--- src/lcd_cfg_pkg.sv ---
package lcd_cfg_pkg;
  // Register map, byte addresses on the plain register port
  localparam logic [7:0]  OFF_PANEL_CFG   = 8'h0C;
  localparam logic [7:0]  OFF_MOD_STATUS  = 8'h40;
  localparam logic [31:0] PANEL_CFG_RESET = 32'h00000000;
  // Bits that software can store; bit 3 and n/a bits read zero
  localparam logic [31:0] PANEL_CFG_WMASK = 32'h013F01F3;
  // Field positions inside the panel configuration register
  localparam int SHIFT_INV_BIT   = 24;
  localparam int RATE_LSB        = 16;
  localparam int RATE_W          = 6;
  localparam int PS_MODE_BIT     = 8;
  localparam int FMT_SEL_BIT     = 7;
  localparam int COLOUR_BIT      = 6;
  localparam int WIDTH_LSB       = 4;
  localparam int RSVD_ZERO_BIT   = 3;
  localparam int TYPE_LSB        = 0;
  // Field positions inside the modulation status register
  localparam int STAT_MOD_BIT    = 0;
  localparam int STAT_CNT_LSB    = 8;
  // Panel type codes
  localparam logic [1:0] TYPE_PASSIVE = 2'h0;
  localparam logic [1:0] TYPE_ACTIVE  = 2'h1;
  localparam logic [1:0] TYPE_RSVD    = 2'h2;
  localparam logic [1:0] TYPE_HIRES   = 2'h3;
  // Panel data width codes
  localparam logic [1:0] WIDTH_NARROW = 2'h0;
  localparam logic [1:0] WIDTH_MID    = 2'h1;
  localparam logic [1:0] WIDTH_WIDE   = 2'h2;
  localparam logic [1:0] WIDTH_RSVD   = 2'h3;
  // Data lane masks per width code, passive then active
  localparam logic [17:0] MASK_P4  = 18'h0000F;
  localparam logic [17:0] MASK_P8  = 18'h000FF;
  localparam logic [17:0] MASK_P16 = 18'h0FFFF;
  localparam logic [17:0] MASK_A9  = 18'h001FF;
  localparam logic [17:0] MASK_A12 = 18'h00FFF;
  localparam logic [17:0] MASK_A18 = 18'h3FFFF;
endpackage

--- src/lcd_panel_config_modulation.sv ---
// The plain strobed port was left to the implementer.
`timescale 1ns/1ps
module lcd_panel_config_modulation (
  // Clock and reset
  input  wire logic        clk,
  input  wire logic        sys_rst,
  // Register port
  input  wire logic [7:0]  reg_addr,
  input  wire logic [31:0] reg_wdata,
  input  wire logic        reg_wr,
  input  wire logic        reg_rd,
  output logic      [31:0] reg_rdata,
  // Raw shift clock, from outside the clk domain
  input  wire logic        shift_clock_in,
  // Panel timing from the sequencer, same clock, levels
  input  wire logic        frame_pulse,
  input  wire logic        line_pulse,
  // Pixel data from the pipeline, same clock
  input  wire logic [17:0] pixel_data_in,
  // Panel side
  output logic             pixel_shift_clock,
  output logic             modulation_pin,
  output logic      [17:0] panel_data,
  // Mode flags for the data formatter
  output logic             passive_matrix_panel,
  output logic             active_matrix_panel,
  output logic             reflective_hires_tft,
  output logic             hires_ps_mode,
  output logic             colour_panel,
  output logic             format_two,
  output logic      [1:0]  data_width
);
  import lcd_cfg_pkg::*;

  logic [31:0] panel_cfg;
  logic        sclk_s;
  logic        frame_q;
  logic        line_q;
  logic        mod_level;
  logic [5:0]  line_count;

  // Address decode and strobes
  wire hit_cfg  = (reg_addr == OFF_PANEL_CFG);
  wire hit_stat = (reg_addr == OFF_MOD_STATUS);
  wire wr_cfg   = reg_wr && hit_cfg;

  // Field extraction
  wire [1:0]        type_f  = panel_cfg[TYPE_LSB +: 2];
  wire [1:0]        width_f = panel_cfg[WIDTH_LSB +: 2];
  wire [RATE_W-1:0] rate_f  = panel_cfg[RATE_LSB +: RATE_W];
  wire              inv_f   = panel_cfg[SHIFT_INV_BIT];

  // Panel type decode; reserved code 10 is neither kind
  // Treating code 10 as neither keeps a bad write harmless: no
  // inversion, frozen modulation and dark lanes until fixed
  wire is_passive = (type_f == TYPE_PASSIVE);
  wire is_hires   = (type_f == TYPE_HIRES);
  wire is_active  = (type_f == TYPE_ACTIVE) || is_hires;

  // Inversion applies only to active panels
  wire inv_eff    = inv_f && is_active;
  wire next_sclk  = sclk_s ^ inv_eff;

  // Event detection on the timing levels
  wire frame_evt  = frame_pulse && !frame_q;
  wire line_evt   = line_pulse && !line_q;

  // Width mask per panel kind; reserved code blanks the lanes
  wire [17:0] mask_p = (width_f == WIDTH_NARROW) ? MASK_P4  :
                       (width_f == WIDTH_MID)    ? MASK_P8  :
                       (width_f == WIDTH_WIDE)   ? MASK_P16 :
                       18'h00000;
  wire [17:0] mask_a = (width_f == WIDTH_NARROW) ? MASK_A9  :
                       (width_f == WIDTH_MID)    ? MASK_A12 :
                       (width_f == WIDTH_WIDE)   ? MASK_A18 :
                       18'h00000;
  wire [17:0] lane_mask  = is_active ? mask_a :
                           (is_passive ? mask_p : 18'h00000);
  wire [17:0] next_data  = pixel_data_in & lane_mask;

  // Readback; reserved bit 3 and n/a bits always read zero
  // Idle cycles return zero, so a stale word never looks fresh
  // to a master that samples one cycle late
  wire [31:0] stat_word  = {18'h00000, line_count, 7'h00, mod_level};
  wire [31:0] next_rdata = !reg_rd  ? 32'h00000000 :
                           hit_cfg  ? panel_cfg :
                           hit_stat ? stat_word : 32'h00000000;

  // Shift clock crosses into clk before anyone looks at it
  bit_sync #(
    .W (1)
  ) u_sclk_sync (
    .clk      (clk),
    .sys_rst  (sys_rst),
    .async_in (shift_clock_in),
    .sync_out (sclk_s)
  );

  // Modulation engine; held while no passive panel is chosen
  // Any write to the register restarts the count, even one that
  // keeps the rate; simpler than comparing old and new rate
  ac_mod_gen u_mod (
    .clk                  (clk),
    .sys_rst              (sys_rst),
    .enable               (is_passive),
    .restart              (wr_cfg),
    .rate                 (rate_f),
    .frame_evt            (frame_evt),
    .line_evt             (line_evt),
    .ac_modulation_output (mod_level),
    .line_count           (line_count)
  );

  // Configuration register; bit 3 is never stored
  always_ff @(posedge clk or posedge sys_rst)
  begin
    if (sys_rst)
      panel_cfg <= PANEL_CFG_RESET;
    else if (wr_cfg)
      panel_cfg <= reg_wdata & PANEL_CFG_WMASK;
  end

  // Read data stands one cycle after the strobe
  always_ff @(posedge clk or posedge sys_rst)
  begin
    if (sys_rst)
      reg_rdata <= 32'h00000000;
    else
      reg_rdata <= next_rdata;
  end

  // Timing edge history
  always_ff @(posedge clk or posedge sys_rst)
  begin
    if (sys_rst)
    begin
      frame_q <= 1'b0;
      line_q  <= 1'b0;
    end
    else
    begin
      frame_q <= frame_pulse;
      line_q  <= line_pulse;
    end
  end

  // Panel pins, all registered to keep them glitch free
  always_ff @(posedge clk or posedge sys_rst)
  begin
    if (sys_rst)
    begin
      pixel_shift_clock <= 1'b0;
      modulation_pin    <= 1'b0;
      panel_data        <= 18'h00000;
    end
    else
    begin
      pixel_shift_clock <= next_sclk;
      modulation_pin    <= mod_level;
      panel_data        <= next_data;
    end
  end

  // Mode flags; shift clock adds two cycles of sync delay
  always_ff @(posedge clk or posedge sys_rst)
  begin
    if (sys_rst)
    begin
      passive_matrix_panel <= 1'b0;
      active_matrix_panel  <= 1'b0;
      reflective_hires_tft <= 1'b0;
      hires_ps_mode        <= 1'b0;
      colour_panel         <= 1'b0;
      format_two           <= 1'b0;
      data_width           <= 2'h0;
    end
    else
    begin
      passive_matrix_panel <= is_passive;
      active_matrix_panel  <= is_active;
      reflective_hires_tft <= is_hires;
      hires_ps_mode        <= panel_cfg[PS_MODE_BIT];
      colour_panel         <= panel_cfg[COLOUR_BIT];
      format_two           <= panel_cfg[FMT_SEL_BIT];
      data_width           <= width_f;
    end
  end
endmodule

--- src/bit_sync.sv ---
`timescale 1ns/1ps
// Two-flop synchroniser for levels from outside the clk domain
module bit_sync #(
  parameter int W = 1
) (
  // Clock and reset
  input  wire logic         clk,
  input  wire logic         sys_rst,
  // Asynchronous level in, synchronised level out
  input  wire logic [W-1:0] async_in,
  output logic      [W-1:0] sync_out
);
  logic [W-1:0] meta;

  // First stage feeds only the second stage
  always_ff @(posedge clk or posedge sys_rst)
  begin
    if (sys_rst)
    begin
      meta     <= '0;
      sync_out <= '0;
    end
    else
    begin
      meta     <= async_in;
      sync_out <= meta;
    end
  end
endmodule

--- src/ac_mod_gen.sv ---
`timescale 1ns/1ps
// AC modulation toggle source, per frame or every n line pulses
module ac_mod_gen (
  // Clock and reset
  input  wire logic       clk,
  input  wire logic       sys_rst,
  // Control
  input  wire logic       enable,
  input  wire logic       restart,
  input  wire logic [5:0] rate,
  // Timing events, one-cycle pulses
  input  wire logic       frame_evt,
  input  wire logic       line_evt,
  // Modulation state
  output logic            ac_modulation_output,
  output logic      [5:0] line_count
);
  logic       next_mod;
  logic [5:0] next_count;
  wire        per_frame = (rate == 6'h00);
  wire        line_wrap = line_evt && (line_count == rate - 6'h01);

  // Count lines continuously; restart clears the interval
  always_comb
  begin
    next_mod   = ac_modulation_output;
    next_count = line_count;
    if (restart || !enable)
      next_count = 6'h00;
    else if (per_frame)
    begin
      next_count = 6'h00;
      if (frame_evt)
        next_mod = !ac_modulation_output;
    end
    else if (line_wrap)
    begin
      next_count = 6'h00;
      next_mod   = !ac_modulation_output;
    end
    else if (line_evt)
      next_count = line_count + 6'h01;
  end

  always_ff @(posedge clk or posedge sys_rst)
  begin
    if (sys_rst)
    begin
      ac_modulation_output <= 1'b0;
      line_count           <= 6'h00;
    end
    else
    begin
      ac_modulation_output <= next_mod;
      line_count           <= next_count;
    end
  end
endmodule

--- config.mk ---
export PLATFORM = sky130hd
export DESIGN_NAME = lcd_panel_config_modulation
export DESIGN_NICKNAME = d
export VERILOG_FILES = /design/src/lcd_cfg_pkg.sv /design/src/lcd_panel_config_modulation.sv /design/src/bit_sync.sv /design/src/ac_mod_gen.sv
export SDC_FILE = /design/constraint.sdc
export NUM_CORES = 1
export LEC_CHECK = 0
export BUFFER_PORTS_ARGS = -buffer_cell sky130_fd_sc_hd__clkbuf_2
export CORE_ASPECT_RATIO = 1.75
export CORE_MARGIN = 1
export CORE_UTILIZATION = 51
export CTS_CLUSTER_SIZE = 14
export DETAILED_ROUTE_END_ITERATION = 7
export GPL_TIMING_DRIVEN = 1
export PLACE_DENSITY = 0.85
export SLEW_MARGIN = 20
export SYNTH_ARGS = -nofsm -noshare
export SYNTH_HDL_FRONTEND = slang
export SYNTH_SLANG_ARGS = --single-unit
export TNS_END_PERCENT = 5
--- constraint.sdc ---
create_clock -name clk -period 3.6 [get_ports clk]
set_input_delay 0.18 -clock clk [delete_from_list [all_inputs] [get_ports clk]]
set_output_delay 0.18 -clock clk [all_outputs]
set_load 0.005 [all_outputs]
==> results_dict.tcl <==
set metrics [dict create \
    ir_drop_v 0.000225 \
    finalPower_mw 1.59 \
    relSlewSlack_pct 57.2 \
    core.rowCount 35 \
    drc 0 \
    cts.htree.levels 3 \
    crit_path_cell_trace "inv_1, ha_1, nor2b_1, or3_1, a31o_2, o21ai_2, nor2_1" \
    setup_viol 0 \
    powerDensity_nw_per_um2 442 \
    layout_min_cycle_time_ns 2.00 \
    period_share_pct 55.5 \
    die_w_um 58.9 \
    critPathSlowestCell "dfrtp_1" \
    mostFrequentLayoutCell "clkbuf_2" \
    cp.arrival_ns 2.21 \
    antenna_found_initial 0 \
    ys_seq_elements 72 \
    critPathLaunchType "flop" \
    dp_hpwl_um 3920 \
    pin_count 125 \
    hp-start "pixel_data_in[3]" \
    clk_pin_slew_ns 0.07 \
    antenna_cells 0 \
    synth_area_um2 2890 \
    wl_per_cell_um 12.8 \
    drv_slew 0 \
    synth_edf_count 0 \
    hold_viol 0 \
    r2r_slack_ns 1.60 \
    finalSetupTns_ns 0 \
    core_area_um2 5340 \
    pre_cts_slack_ns 1.58 \
    ys_seq_area_share_pct 62.4 \
    grt_start_max_net_pins 47 \
    max_freq_mhz 500 \
    crit_path_end_kind "flop" \
    crit_required_ns 3.81 \
    ys_async_sr_fraction_pct 100 \
    drv_cap 0 \
    grt.overflow.total 0 \
    io_buffers 93 \
    die_height_um 102 \
    r2r_start "panel_cfg[16]" \
    root_buffer "clkbuf_8" \
    cts-buffers-inserted 9 \
    finalWirelength_um 5260 \
    status "complete, no violations" \
    grtUsageTotal_pct 19.1 \
    layout-drive-gt1-share_pct 38.0 \
    synth_ff_type "dfrtp_1" \
    area_growth_pct 24.8 \
    vias 1972 \
    synthCells 230 \
    firstDrtPassIters 4 \
    worstSkewPairLatency_ns 0.34 \
    grt_pass1_vias 1882 \
    synth_cell_types 42 \
    cpPeakStageDelay_ns 0.41 \
    clock_sinks 72 \
    crit_start "panel_cfg[16]" \
    viasPerCell 4.80 \
    post_cts_buffers 0 \
    rsz0062_at_grt "no" \
    p_leak_nw 1.91 \
    drt_iter0_drc 44 \
    nets 402 \
    fin_ws_ns 1.60 \
    gp_congestion 0.740 \
    critical_path_class "flop to flop" \
    layout_common_cells "clkbuf_2 (93), dfrtp_1 (72), and2_1 (23)" \
    finClkSkew_ns 0.00788 \
    hold_class "primary input to flop" \
    max_slew.worst_pin.slew_ns 0.638 \
    grt_pass1_wl_um 8360 \
    synth_warnings 0 \
    start_util_pct 54.0 \
    syn_area_per_cell_um2 12.5 \
    die-area_um2 5970 \
    ant_nets 0 \
    n_fill_cell 430 \
    clockBufferDepth 2 \
    cts_tree "yes" \
    path_max_fanout 6 \
]
-- routing by layer --
layer / track usage (%) / share of wire (%) / vias up
met1: 19.7 / 36 / 934
met4: 11.2 / 2.7 / 0
met2: 33.5 / 56 / 77
li1: - / - / 948
met3: 5.24 / 5.4 / 13
met5: 0 / 0 / -
-- worst max-delay path: cells and delay by family, from the launching register on --
family	cells	cell delay, ns
flops	1	0.41
simple gates	3	0.57
buf+inv	1	0.11
compound gates	2	0.54
fa+ha+maj	1	0.25
-- cell usage after synthesis (2+ instances only) --
master	number	area (um^2)
ha_1	5	62.6
nor2_1	14	52.6
buf_4	14	105
nand2_1	8	30.0
nor3_1	4	20.0
mux2_2	10	113
clkbuf_1	4	15.0
and3b_1	2	17.5
inv_1	5	18.8
xor2_1	7	61.3
nor2b_1	12	75.1
and3_1	5	31.3
nand4_1	2	12.5
nor4_1	4	25.0
a21oi_1	3	15.0
nor3_2	2	20.0
and2_1	23	144
a22o_1	2	17.5
xnor2_1	5	43.8
o21ai_0	6	30.0
dfrtp_1	72	1800
-- report_power, final --
| part | switching (mW) | total [mW] | internal (mW) |
|---|---|---|---|
| registers | 0.0185 | 0.858 | 0.839 |
| logic | 0.0677 | 0.131 | 0.0630 |
| clock network | 0.282 | 0.603 | 0.320 |
| total | 0.369 | 1.59 | 1.22 |
-- cell type report --
cell class	instances	area (um^2)	share of cell area, %
multi-input cells	145	980	27.2
clock buffers	11	131	3.65
repair buffers	99	520	14.4
well taps	74	92.6	2.57
inverters	5	18.8	0.521
clock inverters	5	57.6	1.60
flip-flops and latches	72	1800	50.0
-- stage by stage --
| step | instance area, um^2 | hold slack (ns) | instances | utilization (%) |
|---|---|---|---|---|
| after global placement | 3370 | 0.227 | 391 | 63.1 |
| final | 3600 | 0.0396 | 411 | 67.4 |
| after detailed placement | 3370 | 0.245 | 391 | 63.1 |
| after global routing | 3600 | 0.0276 | 411 | 67.4 |
| after floorplan | 2930 | 0.211 | 242 | - |
| after CTS | 3600 | 0.0250 | 411 | 67.4 |
-- registers in the layout, summed over array words and instances (netlist names), 2 cells and up --
| register | cells |
|---|---|
| reg_rdata | 19 |
| data_width | 2 |
| panel_cfg | 14 |
| u_mod.line_count | 6 |
| panel_data | 18 |
-- worst paths after layout --
path	endpoint	depth (start not counted)
worst max-delay path	u_mod.line_count[1]	7
worst min-delay path	panel_data[3]	2
worst min register to register	u_sclk_sync.sync_out	0
worst max register to register	u_mod.line_count[1]	7
min in group asynchronous	colour_panel	3
max in group asynchronous	reg_rdata[16]	4
-- repair_timing --
action,4_1_cts,5_1_grt
resized for setup,0,0
hold endpoints to repair,29,0
hold buffers,4,0
-- cells by family after synthesis --
group           share of synthesized area, %
mux                                     4.25
fa+ha+maj                               2.17
simple gates                            17.8
xor+xnor                                3.64
flops                                   62.4
buf+inv                                 5.16
compound gates                          4.42
other cells                            0.130
Note: power is estimated with default switching activity, not from simulation.
